## src/inc/nco_pkg.sv

```systemverilog
/*
  Package of the numerically controlled oscillator: register offsets,
  field positions, reset values and the packed state of the block.
  Assumes a 32-bit AXI4-Lite register bus with 8-bit byte addresses.
*/
`default_nettype none
package nco_pkg;
  // ****************************************************************
  // Register map (byte addresses, one aligned word each).
  // ****************************************************************
  localparam logic [7:0] OSC_CTRL_OFS   = 8'h00;
  localparam logic [7:0] CLK_CTRL_OFS   = 8'h04;
  localparam logic [7:0] ACC_LOW_OFS    = 8'h08;
  localparam logic [7:0] ACC_HIGH_OFS   = 8'h0C;
  localparam logic [7:0] ACC_UPPER_OFS  = 8'h10;
  localparam logic [7:0] INC_LOW_OFS    = 8'h14;
  localparam logic [7:0] INC_HIGH_OFS   = 8'h18;
  localparam logic [7:0] STATUS_OFS     = 8'h1C;
  // ****************************************************************
  // Field positions.
  // ****************************************************************
  localparam int CTRL_EN_BIT   = 7;
  localparam int CTRL_OE_BIT   = 6;
  localparam int CTRL_OUT_BIT  = 5;
  localparam int CTRL_POL_BIT  = 4;
  localparam int CTRL_PFM_BIT  = 0;
  localparam int CLK_PWS_LSB   = 5;
  localparam int CLK_CKS_LSB   = 0;
  localparam int STAT_FLAG_BIT = 0;
  // ****************************************************************
  // Clock source codes and widths.
  // ****************************************************************
  localparam logic [1:0] CKS_EXT_PIN    = 2'h0;
  localparam logic [1:0] CKS_SYS_OSC    = 2'h1;
  localparam logic [1:0] CKS_FAST_OSC   = 2'h2;
  localparam logic [1:0] CKS_LOGIC_CELL = 2'h3;
  localparam int ACC_W = 20;
  localparam int INC_W = 16;
  localparam int CNT_W = 7;
  localparam logic [1:0] RESP_OKAY   = 2'h0;
  localparam logic [1:0] RESP_SLVERR = 2'h2;
  localparam logic [7:0] BYTE_RESET  = 8'h00;
  // ****************************************************************
  // Whole state of the block, registered as one word.
  // ****************************************************************
  typedef struct packed {
    logic [3:0]       s1;
    logic [3:0]       s2;
    logic [3:0]       s3;
    logic [3:0]       lvl;
    logic             en;
    logic             oe;
    logic             pol;
    logic             pfm;
    logic [2:0]       pws;
    logic [1:0]       cks;
    logic [ACC_W-1:0] acc;
    logic [7:0]       inc_l;
    logic [7:0]       inc_h;
    logic [INC_W-1:0] inc_buf;
    logic             inc_pend;
    logic             q;
    logic             pf_pend;
    logic [CNT_W-1:0] cnt;
    logic             out;
    logic             ovf;
    logic             flag;
    logic             aw_have;
    logic [7:0]       awaddr;
    logic             w_have;
    logic [7:0]       wdata;
    logic             wstb;
    logic             bvalid;
    logic [1:0]       bresp;
    logic             rvalid;
    logic [31:0]      rdata;
    logic [1:0]       rresp;
  } nco_state_type;
endpackage
`default_nettype wire

```

## src/rtl/nco_top.sv

```systemverilog
/*
  Numerically controlled oscillator with its AXI4-Lite register slave.
  A selected input clock, sampled on aclk, steps a 20-bit accumulator
  by a double-buffered 16-bit increment; the carry shapes the output.
  Assumes the four clock sources are much slower than aclk (each high
  and low phase spans at least three aclk cycles) and a single AXI
  master that keeps the AXI4-Lite handshake rules.
*/
`timescale 1ns/1ps
`default_nettype none
module nco_top (
  input  wire logic        aclk,
  input  wire logic        aresetn,
  input  wire logic        external_clock_pin,
  input  wire logic        system_oscillator,
  input  wire logic        internal_fast_oscillator,
  input  wire logic        logic_cell_output,
  input  wire logic [7:0]  s_axi_awaddr,
  input  wire logic        s_axi_awvalid,
  output logic             s_axi_awready,
  input  wire logic [31:0] s_axi_wdata,
  input  wire logic [3:0]  s_axi_wstrb,
  input  wire logic        s_axi_wvalid,
  output logic             s_axi_wready,
  output logic [1:0]       s_axi_bresp,
  output logic             s_axi_bvalid,
  input  wire logic        s_axi_bready,
  input  wire logic [7:0]  s_axi_araddr,
  input  wire logic        s_axi_arvalid,
  output logic             s_axi_arready,
  output logic [31:0]      s_axi_rdata,
  output logic [1:0]       s_axi_rresp,
  output logic             s_axi_rvalid,
  input  wire logic        s_axi_rready,
  output logic             oscillator_output,
  output logic             raw_overflow_pulse,
  output logic             overflow_interrupt_flag,
  output logic             pin_out,
  output logic             pin_oe
);

  // ****************************************************************
  // State and combinational helpers.
  // ****************************************************************
  nco_pkg::nco_state_type st_r;
  nco_pkg::nco_state_type st_nxt;
  logic [3:0]                 src_pins;
  logic                       tick;
  logic [nco_pkg::ACC_W:0]    sum;
  logic [nco_pkg::CNT_W:0]    width;
  logic                       wr_go;
  logic                       wr_hit;
  logic [31:0]                rd_word;
  logic                       rd_hit;

  // Source order follows the select code.
  assign src_pins = {logic_cell_output, internal_fast_oscillator,
                     system_oscillator, external_clock_pin};

  // Rise of the selected source once the filtered level moves up.
  // A filtered level per source avoids a false tick on reselection.
  assign tick = st_r.s2[st_r.cks] & st_r.s3[st_r.cks]
                & ~st_r.lvl[st_r.cks] & st_r.en;

  // Free-running full adder, independent of the source clock.
  assign sum = {1'b0, st_r.acc}
               + {{(nco_pkg::ACC_W - nco_pkg::INC_W + 1){1'b0}}, st_r.inc_buf};

  // Pulse width as a count of input periods.
  assign width = (nco_pkg::CNT_W + 1)'(1) << st_r.pws;

  // A write is carried out once address and data have both arrived.
  assign wr_go = st_r.aw_have & st_r.w_have & ~st_r.bvalid;

  // ****************************************************************
  // Read decode.
  // ****************************************************************
  // The increment buffer has no address of its own.
  always_comb begin
    rd_word = 32'h0000_0000;
    rd_hit  = 1'b1;
    unique case (s_axi_araddr)
      nco_pkg::OSC_CTRL_OFS: begin
        rd_word[nco_pkg::CTRL_EN_BIT]  = st_r.en;
        rd_word[nco_pkg::CTRL_OE_BIT]  = st_r.oe;
        rd_word[nco_pkg::CTRL_OUT_BIT] = st_r.out;
        rd_word[nco_pkg::CTRL_POL_BIT] = st_r.pol;
        rd_word[nco_pkg::CTRL_PFM_BIT] = st_r.pfm;
      end
      nco_pkg::CLK_CTRL_OFS: begin
        rd_word[nco_pkg::CLK_PWS_LSB +: 3] = st_r.pws;
        rd_word[nco_pkg::CLK_CKS_LSB +: 2] = st_r.cks;
      end
      nco_pkg::ACC_LOW_OFS:   rd_word[7:0] = st_r.acc[7:0];
      nco_pkg::ACC_HIGH_OFS:  rd_word[7:0] = st_r.acc[15:8];
      nco_pkg::ACC_UPPER_OFS: rd_word[3:0] = st_r.acc[19:16];
      nco_pkg::INC_LOW_OFS:   rd_word[7:0] = st_r.inc_l;
      nco_pkg::INC_HIGH_OFS:  rd_word[7:0] = st_r.inc_h;
      nco_pkg::STATUS_OFS:    rd_word[nco_pkg::STAT_FLAG_BIT] = st_r.flag;
      default:                rd_hit = 1'b0;
    endcase
  end

  // Write address lands on a mapped register.
  always_comb begin
    unique case (st_r.awaddr)
      nco_pkg::OSC_CTRL_OFS, nco_pkg::CLK_CTRL_OFS,
      nco_pkg::ACC_LOW_OFS, nco_pkg::ACC_HIGH_OFS,
      nco_pkg::ACC_UPPER_OFS, nco_pkg::INC_LOW_OFS,
      nco_pkg::INC_HIGH_OFS, nco_pkg::STATUS_OFS: wr_hit = 1'b1;
      default: wr_hit = 1'b0;
    endcase
  end

  // ****************************************************************
  // Next state.
  // ****************************************************************
  always_comb begin
    st_nxt = st_r;
    st_nxt.ovf = 1'b0;

    // Three-stage sampling of the asynchronous clock sources.
    st_nxt.s1 = src_pins;
    st_nxt.s2 = st_r.s1;
    st_nxt.s3 = st_r.s2;
    for (int i = 0; i < 4; i++) begin
      if (st_r.s2[i] == st_r.s3[i]) begin
        st_nxt.lvl[i] = st_r.s3[i];
      end
    end

    // Accumulate and shape the output on each input tick.
    if (tick) begin
      st_nxt.acc = sum[nco_pkg::ACC_W-1:0];
      st_nxt.ovf = sum[nco_pkg::ACC_W];
      if (st_r.inc_pend) begin
        // Old increment served this addition; the new one takes the next.
        st_nxt.inc_buf  = {st_r.inc_h, st_r.inc_l};
        st_nxt.inc_pend = 1'b0;
      end
      if (!st_r.pfm) begin
        if (sum[nco_pkg::ACC_W]) begin
          st_nxt.q = ~st_r.q;
        end
        st_nxt.pf_pend = 1'b0;
      end else begin
        // Overflow is noted now and shown on the following tick.
        st_nxt.pf_pend = sum[nco_pkg::ACC_W];
        if (st_r.pf_pend) begin
          st_nxt.q   = 1'b1;
          st_nxt.cnt = width[nco_pkg::CNT_W-1:0] - nco_pkg::CNT_W'(1);
        end else if (st_r.q) begin
          if (st_r.cnt == '0) begin
            st_nxt.q = 1'b0;
          end else begin
            st_nxt.cnt = st_r.cnt - nco_pkg::CNT_W'(1);
          end
        end
      end
    end

    // Write address and data channels, taken in either order.
    if (s_axi_awvalid && !st_r.aw_have && !st_r.bvalid) begin
      st_nxt.aw_have = 1'b1;
      st_nxt.awaddr  = s_axi_awaddr;
    end
    if (s_axi_wvalid && !st_r.w_have && !st_r.bvalid) begin
      st_nxt.w_have = 1'b1;
      st_nxt.wdata  = s_axi_wdata[7:0];
      st_nxt.wstb   = s_axi_wstrb[0];
    end
    if (st_r.bvalid && s_axi_bready) begin
      st_nxt.bvalid = 1'b0;
    end

    // Register write; software wins over a tick in the same cycle, except that a carry on that tick still sets the flag.
    if (wr_go) begin
      st_nxt.aw_have = 1'b0;
      st_nxt.w_have  = 1'b0;
      st_nxt.bvalid  = 1'b1;
      st_nxt.bresp   = wr_hit ? nco_pkg::RESP_OKAY : nco_pkg::RESP_SLVERR;
      if (st_r.wstb) begin
        unique case (st_r.awaddr)
          nco_pkg::OSC_CTRL_OFS: begin
            st_nxt.en  = st_r.wdata[nco_pkg::CTRL_EN_BIT];
            st_nxt.oe  = st_r.wdata[nco_pkg::CTRL_OE_BIT];
            st_nxt.pol = st_r.wdata[nco_pkg::CTRL_POL_BIT];
            st_nxt.pfm = st_r.wdata[nco_pkg::CTRL_PFM_BIT];
          end
          nco_pkg::CLK_CTRL_OFS: begin
            st_nxt.pws = st_r.wdata[nco_pkg::CLK_PWS_LSB +: 3];
            st_nxt.cks = st_r.wdata[nco_pkg::CLK_CKS_LSB +: 2];
          end
          nco_pkg::ACC_LOW_OFS:   st_nxt.acc[7:0]   = st_r.wdata;
          nco_pkg::ACC_HIGH_OFS:  st_nxt.acc[15:8]  = st_r.wdata;
          nco_pkg::ACC_UPPER_OFS: st_nxt.acc[19:16] = st_r.wdata[3:0];
          nco_pkg::INC_LOW_OFS: begin
            st_nxt.inc_l = st_r.wdata;
            if (st_r.en) begin
              st_nxt.inc_pend = 1'b1;
            end else begin
              st_nxt.inc_buf = {st_r.inc_h, st_r.wdata};
            end
          end
          nco_pkg::INC_HIGH_OFS: begin
            st_nxt.inc_h = st_r.wdata;
            if (!st_r.en) begin
              st_nxt.inc_buf = {st_r.wdata, st_r.inc_l};
            end
          end
          nco_pkg::STATUS_OFS: begin
            if (st_r.wdata[nco_pkg::STAT_FLAG_BIT]) begin
              st_nxt.flag = 1'b0;
            end
          end
          default: ;
        endcase
      end
    end

    // Output level after polarity; a polarity flip while enabled counts.
    st_nxt.out = st_nxt.q ^ st_nxt.pol;
    if (st_nxt.ovf || (st_r.en && (st_nxt.pol != st_r.pol))) begin
      st_nxt.flag = 1'b1;
    end

    // Read channel: one outstanding read.
    if (s_axi_arvalid && !st_r.rvalid) begin
      st_nxt.rvalid = 1'b1;
      st_nxt.rdata  = rd_word;
      st_nxt.rresp  = rd_hit ? nco_pkg::RESP_OKAY : nco_pkg::RESP_SLVERR;
    end else if (st_r.rvalid && s_axi_rready) begin
      st_nxt.rvalid = 1'b0;
    end
  end

  // ****************************************************************
  // State register.
  // ****************************************************************
  // Every field, control and data alike, clears on reset.
  always_ff @(posedge aclk) begin
    if (!aresetn) begin
      st_r <= '0;
    end else begin
      st_r <= st_nxt;
    end
  end

  // ****************************************************************
  // Outputs.
  // ****************************************************************
  // Handshake readies are combinational; everything else is registered.
  assign s_axi_awready           = ~st_r.aw_have & ~st_r.bvalid;
  assign s_axi_wready            = ~st_r.w_have & ~st_r.bvalid;
  assign s_axi_arready           = ~st_r.rvalid;
  assign s_axi_bvalid            = st_r.bvalid;
  assign s_axi_bresp             = st_r.bresp;
  assign s_axi_rvalid            = st_r.rvalid;
  assign s_axi_rdata             = st_r.rdata;
  assign s_axi_rresp             = st_r.rresp;
  assign oscillator_output       = st_r.out;
  assign raw_overflow_pulse      = st_r.ovf;
  assign overflow_interrupt_flag = st_r.flag;
  assign pin_out                 = st_r.out;
  assign pin_oe                  = st_r.oe;

endmodule // nco_top
`default_nettype wire

```

## config.mk

```make
export PLATFORM = sky130hd
export DESIGN_NAME = nco_top
export DESIGN_NICKNAME = d
export VERILOG_FILES = /design/src/inc/nco_pkg.sv /design/src/rtl/nco_top.sv
export SDC_FILE = /design/constraint.sdc
export NUM_CORES = 1
export LEC_CHECK = 0
export CELL_PAD_IN_SITES_DETAIL_PLACEMENT = 1
export CELL_PAD_IN_SITES_GLOBAL_PLACEMENT = 2
export CORE_MARGIN = 2
export CORE_UTILIZATION = 41
export CTS_CLUSTER_DIAMETER = 50
export CTS_CLUSTER_SIZE = 25
export DETAILED_ROUTE_END_ITERATION = 8
export DONT_BUFFER_PORTS = 1
export PLACE_DENSITY = 0.89
export SKIP_CTS_REPAIR_TIMING = 1
export SYNTH_ARGS = -nofsm -noshare
export SYNTH_HDL_FRONTEND = slang
export SYNTH_SLANG_ARGS = --single-unit
export TNS_END_PERCENT = 50
```

## constraint.sdc

```tcl
create_clock -name aclk -period 4.4 [get_ports aclk]
set_input_delay 0.66 -clock aclk [delete_from_list [all_inputs] [get_ports aclk]]
set_output_delay 0.66 -clock aclk [all_outputs]
set_load 0.02 [all_outputs]
```

Yosys cells after proc, flatten, opt, wreduce, memory -nomap -nowiden
Memories as Yosys holds them, arrays and structs flattened. A register that Yosys moved wholly into a read port is not among the register bits.
Cells that the tools add are included.

operators by class
  add/subtract/negate cells = 3
  $lt $le $gt $ge = 1
  eq/ne operators = 20
  shifts and indexed selects = 1
  mux-type cells = 54
  bitwise operators = 15
  reductions and logical operators = 32

operators with widths
  kind                   count
  $mux W60               2
  $eq A8 B5 Y1 const B   8
  $eq A8 B4 Y1 const B   4
  $mux W16               2
  $mux W8                4
  $pmux W16 S2           1
  $mux W7                4
  $mux W26               1
  $add A20 B16 Y21       1
  $mux W20               1
  $mux W1                19
  $pmux W3 S6            1
  $mux W17               1
  $eq A8 B3 Y1 const B   2
  $logic_not A8 Y1       2
  $mux W5                3
  $reduce_bool A2 Y1     7
  $sub A7 B1 Y7 const B  2
  $reduce_and A3 Y1      4
  $mux W2                5
  $pmux W2 S5            1
  $mux W9                1
  $logic_and A1 B1 Y1    8
  $pmux W1 S8            1
  20 further kinds       41

storage, ports and cells
  register bits after elaboration = 123
  bits in read-only memories = 32
  output and inout port bits = 46
  memories = 1

memory list
  name             words  bits a word  read ports  clocked after memory_dff  write ports  RTL line        text
  (no name shown)  32     1            1           1                         0            nco_top.sv:106  unique case (st_r.awaddr)

Depth between registers and ports, before layout
Gate-level depths: netlist (run 1).

  word-level depth = 15
  gate-level depth with buffers = 10
  mapped depth without buffers = 9

Worst setup path before layout (run 1)
OpenSTA, ideal clock, no wires.

  path type = flip-flop to flip-flop
  from = register st_r[70] (netlist bit)
  to = register st_r (netlist bit oscillator_output)
  arrival time = 2.387 ns
  data required time = 4.279 ns
  setup slack = 1.892 ns
  stages on the path, launching flop included = 9
  buffers on the path = 0
  clock period less this slack = 2.508 ns
  path through = dfxtp_1 -> ha_1 -> fa_1 -> a211oi_1 -> o211ai_1 -> a211oi_2 -> nor4_2 -> a211o_1 -> mux2_2

between the ends
  longest elaborated chain between the ends = 5

ends and longest elaborated chain
  element                 RTL line        text
  from (decl)             nco_top.sv:45   nco_pkg::nco_state_type st_r;
  from (signal assigned)  nco_top.sv:245  st_r <= st_nxt;
  $add A20 B16 Y21        nco_top.sv:67   + {{(nco_pkg::ACC_W - nco_pkg::INC_W + 1){1'b0}}, st_r.inc_buf};
  $mux W1                 nco_top.sv:142  if (sum[nco_pkg::ACC_W]) begin
  $mux W2                 nco_top.sv:141  if (!st_r.pfm) begin
  $mux W26                nco_top.sv:133  if (tick) begin
  $xor A1 B1 Y1           nco_top.sv:222  st_nxt.out = st_nxt.q ^ st_nxt.pol;

Every way passes these cells.
A chain may end at the register's enable or synchronous reset.

Worst setup path after layout (run 1)
Ends and elaborated chain as after synthesis.

==> summary.md, run 1 <==
| Metric | Value |
|---|---|
| Top_reg_cell synth | dfxtp_1 |
| Critical path type | flop to flop |
| Hold WC Path Type | input port to flop |
| Number of distinct library cells after synthesis | 77 |
| FF-to-FF setup slack | 1.46 ns |
| Crit path max fanout | 4 |
| Syn_area_per_cell | 8.15 µm² |
| RR Startpoint | st_r[70]$_SDFF_PN0_ |
| Final Hold Fails | 0 |
| Total Nets Final | 888 |
| Routed Antenna Nets | 0 |
| Ports | 109 |
| Critical Path RT | 4.70 ns |
| Setup crit start | st_r[70]$_SDFF_PN0_ |
| DRC | 0 |
| Clk pin slew, worst setup/hold paths | 0.06 ns |
| Cells on worst reg2reg path | 8 |
| Placer congestion estimate | 0.886 |
| Initial core utilization | 41.7% |
| Synth area leaders | dfxtp_1 35%, a21oi_1 6.7%, nand2_1 6.7% |
| Worst setup margin | 1.46 ns |
| Via density | 5.98 |
| # H-tree levels | 4 |
| Slew Viols, Final | 0 |
| Fillers | 1981 |
| Worst Setup EP | oscillator_output$_SDFF_PN0_ |
| Routed vias | 6223 |
| Yosys reg bits | 122 |
| Worst reg2reg endpoint | oscillator_output$_SDFF_PN0_ |
| CP peak stage delay | 0.47 ns |
| Dominant cell type by area after synthesis | dfxtp_1 |
| EDFF count, synth | 0 |
| RSZ-0062 raised after global routing | false |
| Status | finished clean |
| CP Cell Sequence | ha_1, fa_1, a211oi_1, o211ai_1, a211oi_2, nor4_2, a211o_1, mux2_2 |
| Chip height | 134 µm |
| Post-synthesis sequential area ratio | 35.4% |
| Pin count of the biggest net entering global routing | 47 |
| Vias in the first global route | 6292 |
| Peak supply drop | 264 µV |
| Fraction of layout cells with a size suffix above 1 | 8.17% |
| Crit path max-delay family | compound AO/OA/AOI/OAI gates |
| Sink Count | 122 |
| Core region area | 0.0165 mm² |
| Core Rows | 47 |
| Total Power | 2.77 mW |
| CTS Buffer Depth | 2 |
| Async set-reset flop share out of synthesis | 0% |
| Max-cap violation count | 0 |
| Fin crit share | 66.8% |
| Area Overhead vs Synth | 7.89% |
| Worst slew pin tran | 1.11 ns |
| Num CTS Buffers | 17 |
| Worst-path cell with the longest stage delay | a211oi_2 |
| Max Clock Freq | 340 MHz |
| Initial antenna violation count | 1 |
| Hpwl dp | 15400 µm |
| Die Wd | 134 µm |
| Post-Syn Area | 0.00690 mm² |
| Post-route setup TNS | 0 ns |
| CTS tree | yes |
| Ant diodes | 0 |
| Crit path capture type | flop |
| Worst EP arrival | 3.24 ns |
| Insertion delay to the later sink of the worst-skew pair | 0.42 ns |
| Die ar. | 0.0179 mm² |
| Buf/Inv on CP | 0 |
| Drt pass-1 iters | 6 |
| IO Port Bufs | 0 |
| Skew final | 0.0102 ns |
| Leakage | 2.85 nW |
| Gr usage total | 24.7% |
| Setup crit start kind | flop |
| WL final | 21800 µm |
| Rel. slew slack | 25.5% |
| First-pass GRT wire length | 34500 µm |
| Pre-CTS setup slack | 1.46 ns |
| Clock Tree Root | clkbuf_16 |
| Cell count after synthesis | 846 |
| # setup viols final | 0 |
| Fin crit period | 2.94 ns |
| PD cells | 373 mW/mm² |
| WL/cell | 21.0 µm |
| Initial DRC count | 479 |
| Synth top area share | 35.4% |
| Synth warn | 0 |
| Aggregate global routing overflow | 0 |
| WP depth | 8 |
==> per-layer routing <==
metal | part of all wire [%] | GRT usage [%] | up-vias
li1 | - | - | 2914
met1 | 45 | 32.7 | 3053
met2 | 45 | 38.8 | 207
met3 | 7.4 | 6.89 | 47
met4 | 2.6 | 8.57 | 2
met5 | 0.060 | 0 | -
==> area by class of cell <==
type                    instances  area, µm²  area share (%)
multi-input cells             644       4000            53.8
flip-flops and latches        122       2440            32.8
clock buffers                  18        439            5.90
well taps                     220        275            3.70
clock inverters                14        169            2.27
repair buffers                  8       60.1           0.807
inverters                      14       52.6           0.706
==> synthesized netlist by cell type (17+ instances only) <==
cell / number
a21oi_1: 93
o21ai_0: 41
ha_1: 17
buf_4: 39
mux2i_1: 37
dfxtp_1: 122
nor2_1: 41
nor3_1: 17
a22oi_1: 22
nand2_1: 124
clkbuf_1: 46
and2_1: 22
==> power by group <==
group | switching [mW] | internal [mW]
clock network | 0.544 | 0.908
logic | 0.0976 | 0.0417
registers | 0.0510 | 1.13
==> cell usage in the layout (no fill, tap or decap), types with 7 or more instances in the layout <==
cell type	Yosys	layout
conb_1	1	26
buf_4	39	8
nand3_1	14	14
o21ai_0	41	41
inv_1	14	13
a21oi_1	93	93
clkbuf_16	0	17
and2_1	22	22
a221oi_1	8	8
nor2b_1	15	15
a211oi_1	9	9
xnor2_1	10	10
a31oi_1	12	12
mux2i_1	37	37
a21boi_0	9	9
dfxtp_1	122	122
nor3_1	17	17
nand2_1	124	124
a22oi_1	22	22
a21o_1	7	7
o211ai_1	7	7
nor2_1	41	41
ha_1	17	17
==> metrics by stage <==
stage / area (µm²) / std cells / hold WS [ns] / utilization (%)
6_report: 7440 / 1040 / 0.335 / 45.0
5_1_grt: 7440 / 1040 / 0.336 / 45.0
4_1_cts: 7440 / 1040 / 0.321 / 45.0
3_5_place_dp: 6830 / 1008 / 0.421 / 41.3
3_3_place_gp: 6830 / 1008 / 0.406 / 41.3
2_1_floorplan: 6990 / 871 / 0.392 / -
==> registers in the layout, indices dropped and copies added, names as in the netlist, named ones only <==
register,cells
oscillator_output,1
overflow_interrupt_flag,1
pin_oe,1
raw_overflow_pulse,1
s_axi_bresp,1
s_axi_bvalid,1
s_axi_rdata,8
s_axi_rresp,1
s_axi_rvalid,1
st_nxt,8
st_r,97
==> cells by family after synthesis <==
group,after synthesis,share of synthesized area [%]
other,1,0.0544
xor gates and xnor gates,16,2.03
adders and majority gates,18,3.37
AOI/OAI and AO/OA,259,24.4
buffers and inverters,105,7.91
and+or+nand+nor,282,20.3
muxes,43,6.51
DFF,122,35.4
==> worst min-delay path by stage <==
stage	endpoint	from	cells after the start
after floorplan	s_axi_bresp[1]$_SDFFE_PN0P_	flop	1
after global placement	s_axi_bresp[1]$_SDFFE_PN0P_	flop	1
after detailed placement	s_axi_bresp[1]$_SDFFE_PN0P_	flop	1
after CTS	s_axi_rvalid$_SDFFE_PN0P_	s_axi_rready	1
after global routing	s_axi_rvalid$_SDFFE_PN0P_	s_axi_rready	1
final	s_axi_rvalid$_SDFFE_PN0P_	s_axi_rready	1
(Power assumes the default switching activity.)
==> run 2: changes to the inputs <==
CORE_UTILIZATION = 38   (was 41)
PLACE_DENSITY = 0.83   (was 0.89)
clock period = 2.8 ns   (was 4.4 ns; I/O delays follow)
==> summary.md, run 2 (synthesis gave the netlist of run 1 again) <==
| Metric | Value |
|---|---|
| CP peak stage delay | 0.42 ns (-0.05 ns) |
| Most flop-heavy register | st_r |
| Sink Count | 122 (unchanged) |
| Die ar. | 0.0192 mm² (+7.7%) |
| Vias in the first global route | 6395 (+1.6%) |
| IO Port Bufs | 0 (unchanged) |
| PD cells | 561 mW/mm² (+51%) |
| Peak supply drop | 416 µV (+58%) |
| Num CTS Buffers | 17 (unchanged) |
| Max Clock Freq | 377 MHz (+11%) |
| # setup viols final | 0 (unchanged) |
| Ant diodes | 0 (unchanged) |
| Skew final | 0.0110 ns (+0.000876 ns) |
| Final Hold Fails | 0 (unchanged) |
| Clock Tree Root | clkbuf_16 |
| Routed vias | 6305 (+1.3%) |
| Worst-path cell with the longest stage delay | fa_1 |
| Pre-CTS setup slack | 0.109 ns (-1.35 ns) |
| Critical Path RT | 3.11 ns (-1.59 ns) |
| WL final | 22500 µm (+3.2%) |
| Initial core utilization | 38.5% (-3.2 points) |
| Cells on worst reg2reg path | 9 (+1) |
| Grt met2 use | 38.7% (-0.14 points) |
| RR Startpoint | st_r[70]$_SDFF_PN0_ |
| Post-route cell area | 0.00760 mm² (+2.2%) |
| Routed Antenna Nets | 0 (unchanged) |
| First-pass GRT wire length | 35100 µm (+1.8%) |
| Max reg flops | 97 (unchanged) |
| Grt peak-use layer | met2 |
| Ports | 109 (unchanged) |
| Setup crit start kind | flop |
| Min-Delay Path Depth | 1 (unchanged) |
| Worst EP arrival | 2.96 ns (-0.28 ns) |
| Fin crit share | 94.8% (+28 points) |
| Critical path type | flop to flop |
| # H-tree levels | 4 (unchanged) |
| DRC | 0 (unchanged) |
| CP Cell Sequence | ha_1, fa_1, a211oi_2, o211ai_1, a211oi_2, buf_4, nor4_2, a211o_1, mux2_2 |
| Crit path max fanout | 4 (unchanged) |
| Initial DRC count | 447 (-6.7%) |
| Pin count of the biggest net entering global routing | 47 (unchanged) |
| Fin crit period | 2.65 ns (-0.288 ns) |
| Area Overhead vs Synth | 10.3% |
| WL/cell | 21.0 µm (about the same) |
| Gr usage total | 23.2% (-1.6 points) |
| Crit path capture type | flop |
| Via density | 5.88 (-1.7%) |
| Total Power | 4.27 mW (+54%) |
| CTS Buffer Depth | 2 (unchanged) |
| Leakage | 2.94 nW (+3.3%) |
| Worst setup margin | 0.146 ns (-1.31 ns) |
| Most used cell, CP | a211oi_2 |
| HP Start | s_axi_rready |
| Initial antenna violation count | 0 (-1) |
| Most common cell after layout, fill and taps aside | nand2_1 |
| Total Nets Final | 911 (+2.6%) |
| Aggregate global routing overflow | 0 (unchanged) |
| Core region area | 0.0179 mm² (+8.3%) |
| Placed inst area | 0.00703 mm² (+2.8%) |
| Hpwl dp | 16300 µm (+5.5%) |
| Worst slew pin tran | 0.815 ns (-0.295 ns) |
| Die Wd | 139 µm (+3.8%) |
| Slew Viols, Final | 0 (unchanged) |
| Most frequent cells in the layout | 124 x nand2_1, 122 x dfxtp_1, 93 x a21oi_1 |
| RSZ-0062 raised after global routing | false |
| Setup crit start | st_r[70]$_SDFF_PN0_ |
| Met1 Usage GRT | 29.8% (-3.0 points) |
| Drt pass-1 iters | 5 (-1) |
| Max-cap violation count | 0 (unchanged) |
| Status | finished clean |
| CTS tree | yes |
| Clk pin slew, worst setup/hold paths | 0.06 ns (about the same) |
| Post-route setup TNS | 0 ns (unchanged) |
| Placer congestion estimate | 0.875 (-1.3%) |
| Hold WC Path Type | input port to flop |
| Insertion delay to the later sink of the worst-skew pair | 0.43 ns (about the same) |
| Fraction of layout cells with a size suffix above 1 | 10.4% (+2.3 points) |
| Core Rows | 49 (+4.3%) |
| Rel. slew slack | 45.6% (+20 points) |
| Met3 GRT Util | 5.25% (-1.6 points) |
| Chip height | 139 µm (+3.8%) |
-- run 2: cell types whose count changed in the layout (fill, tap and decap cells not counted) --
cell | before | now
buf_4 | 8 | 31
clkbuf_1 | 0 | 3
inv_6 | 4 | 1
a2111oi_0 | 4 | 3
a2111oi_1 | 0 | 1
a211oi_1 | 9 | 8
a211oi_2 | 1 | 2
bufinv_16 | 3 | 2
clkinv_4 | 1 | 2
nor4b_2 | 1 | 0
nor4b_4 | 1 | 2
-- run 2: worst paths after layout --
path,slack (ns),endpoint
hold reg to reg,0.41,s_axi_bresp[1]$_SDFFE_PN0P_
setup / recovery,0.15,oscillator_output$_SDFF_PN0_
hold / removal,0.09,s_axi_rvalid$_SDFFE_PN0P_
setup reg to reg,0.15,oscillator_output$_SDFF_PN0_
-- run 2: power by group --
group	internal, mW	switching [mW]	total [mW]
sequential	1.78	0.0786	1.86
combinational	0.0738	0.161	0.234
clock	1.33	0.844	2.18
total	3.18	1.08	4.27
-- run 2: stage by stage --
step	util, %	instances	hold WS, ns
global route	42.5	1072	0.0921
floorplan	-	871	0.392
detailed placement	39.2	1040	0.415
global placement	39.2	1040	0.405
finish	42.5	1072	0.0942
CTS	42.4	1072	0.0863
-- run 2: worst max-delay path: cells and delay by family (launching register included) --
family                   cells  cell delay (ns)
AO/OA/AOI/OAI                4             1.05
adder cells (fa/ha/maj)      2             0.65
buffers and inverters        1             0.18
flip-flops                   1             0.32
multiplexers                 1             0.28
AND/OR/NAND/NOR              1             0.05
-- run 2: area by class of cell --
cell class / instances / area [µm²]
inverter: 14 / 52.6
clock buffer: 21 / 450
clock inverter: 11 / 121
fill: 2152 / 10300
timing repair buffer: 31 / 233
sequential: 122 / 2440
tap: 229 / 287
multi-input combinational: 644 / 4020
-- run 2: metal layers --
metal | share of wire (%) | up-vias
met5 | 0 | -
met4 | 2.0 | 0
met3 | 5.4 | 31
met2 | 48 | 167
met1 | 44 | 3149
li1 | - | 2958
==> run 3: changes to the inputs <==
CORE_MARGIN = not set   (was 2)
==> summary.md, run 3 (synthesis gave the netlist of run 1 again) <==
| Metric | Value |
|---|---|
| Status | finished clean |
| Initial antenna violation count | 0 (unchanged) |
| Vias in the first global route | 6404 (+0.14%) |
| Pin count of the biggest net entering global routing | 47 (unchanged) |
| Final Hold Fails | 0 (unchanged) |
| Area Overhead vs Synth | 10.1% |
| Crit path max fanout | 3 (-1) |
| Internal | 3.18 mW (about the same) |
| RSZ-0062 raised after global routing | false |
| Ports | 109 (unchanged) |
| Worst EP arrival | 2.96 ns (about the same) |
| Worst slew pin tran | 0.846 ns (+0.0306 ns) |
| Rel. slew slack | 43.6% (-2.0 points) |
| Combinational Power Share | 5.4% (about the same) |
| Die Wd | 137 µm (-1.4%) |
| CTS Buffer Depth | 2 (unchanged) |
| Clk pin slew, worst setup/hold paths | 0.06 ns (about the same) |
| Core region area | 0.0175 mm² (-2.0%) |
| Chip height | 137 µm (-1.4%) |
| Leakage | 2.93 nW (-0.47%) |
| Peak supply drop | 481 µV (+16%) |
| Critical Path RT | 3.12 ns (about the same) |
| WL final | 22200 µm (-1.2%) |
| Ant diodes | 0 (unchanged) |
| Via density | 5.90 (+0.39%) |
| Gr usage total | 24.9% (+1.7 points) |
| Hold WC Path Type | input port to flop |
| Max Clock Freq | 379 MHz (+0.61%) |
| Fraction of layout cells with a size suffix above 1 | 10.1% (-0.32 points) |
| Placer congestion estimate | 0.889 (+1.7%) |
| Sink Count | 122 (unchanged) |
| Routed vias | 6288 (-0.27%) |
| Total Nets Final | 909 (-0.22%) |
| First-pass GRT wire length | 34800 µm (-0.85%) |
| Hold WS | 0.0997 ns (+0.00546 ns) |
| Drt pass-1 iters | 5 (unchanged) |
| Insertion delay to the later sink of the worst-skew pair | 0.42 ns (about the same) |
| Psw | 1.07 mW (-0.86%) |
| # H-tree levels | 4 (unchanged) |
| Skew final | 0.00687 ns (-0.00417 ns) |
| CTS tree | yes |
| Clk network pwr share | 51.0% (about the same) |
| Num CTS Buffers | 17 (unchanged) |
| Critical path type | flop to flop |
| Fin crit period | 2.64 ns (-0.0162 ns) |
| PD cells | 560 mW/mm² (-0.11%) |
| Fin crit share | 94.2% (-0.58 points) |
| Clock Tree Root | clkbuf_16 |
| Slew Viols, Final | 0 (unchanged) |
| DRC | 0 (unchanged) |
| Switching portion of total power | 25.2% (-0.16 points) |
| Most flop-heavy register | st_r |
| Core Rows | 48 (-2.0%) |
| Die ar. | 0.0187 mm² (-2.9%) |
| Max reg flops | 97 (unchanged) |
| Max-cap violation count | 0 (unchanged) |
| Post-route setup TNS | 0 ns (unchanged) |
| Initial DRC count | 419 (-6.3%) |
| IO Port Bufs | 0 (unchanged) |
| Flop pwr share | 43.6% (about the same) |
| Initial core utilization | 39.3% (+0.80 points) |
| Most common cell after layout, fill and taps aside | nand2_1 |
| Routed Antenna Nets | 0 (unchanged) |
| Most frequent cells in the layout | 124 x nand2_1, 122 x dfxtp_1, 93 x a21oi_1 |
| WL/cell | 20.9 µm (-0.55%) |
| Crit path capture type | flop |
| # setup viols final | 0 (unchanged) |
| Aggregate global routing overflow | 0 (unchanged) |
| Hpwl dp | 16100 µm (-0.68%) |
| Setup crit start kind | flop |
[run 3: cell type report]
cell class | instances | area [µm²]
clock buffer | 21 | 450
fill | 2107 | 9940
sequential | 122 | 2440
timing repair buffer | 29 | 230
multi-input combinational | 644 | 4020
clock inverter | 10 | 119
inverter | 14 | 52.6
tap | 225 | 282
[run 3: worst paths after layout]
path,cells after the start,start,slack (ns),to
max,9,st_r[70]$_SDFF_PN0_,0.16,st_r[116]$_SDFF_PN0_
min,1,s_axi_rready,0.1,s_axi_rvalid$_SDFFE_PN0P_
min reg2reg,1,flop,0.42,s_axi_bresp[1]$_SDFFE_PN0P_
max reg2reg,9,st_r[70]$_SDFF_PN0_,0.16,st_r[116]$_SDFF_PN0_
[run 3: stage by stage]
| stage | power, mW | instance area [µm²] | worst slack, ns | util [%] | cells |
|---|---|---|---|---|---|
| after CTS | 4.29 | 7590 | 0.103 | 43.3 | 1065 |
| after global routing | 4.40 | 7590 | 0.0450 | 43.3 | 1065 |
| final | 4.26 | 7590 | 0.162 | 43.3 | 1065 |
| after global placement | 2.11 | 7020 | 0.159 | 40.0 | 1034 |
| after detailed placement | 2.12 | 7020 | 0.123 | 40.0 | 1034 |
| after floorplan | 2.10 | 6990 | 0.292 | - | 871 |
[run 3: critical path: stages (launching register included)]
cell and delay, ns:
dfxtp_1 0.32, ha_1 0.24, fa_1 0.42, a211oi_2 0.29
o211ai_1 0.18, buf_4 0.17, a41oi_1 0.29, o21ai_0 0.21
and4_1 0.24, nor4_1 0.17
[run 3: power groups by stage]
stage | clock, mW | combinational, mW | sequential (mW)
2_1_floorplan | 0 | 0.258 | 1.84
3_5_place_dp | 0 | 0.230 | 1.89
3_3_place_gp | 0 | 0.221 | 1.89
5_1_grt | 2.29 | 0.257 | 1.86
6_report | 2.17 | 0.232 | 1.85
4_1_cts | 2.20 | 0.231 | 1.85
[run 3: per-layer routing]
| metal | routed length, µm | track usage (%) | vias to the layer above |
|---|---|---|---|
| li1 | - | - | 2950 |
| met1 | 9820 | 31.2 | 3094 |
| met2 | 10400 | 40.6 | 211 |
| met3 | 1460 | 6.44 | 33 |
| met4 | 506 | 9.38 | 0 |
| met5 | 0 | 0 | - |
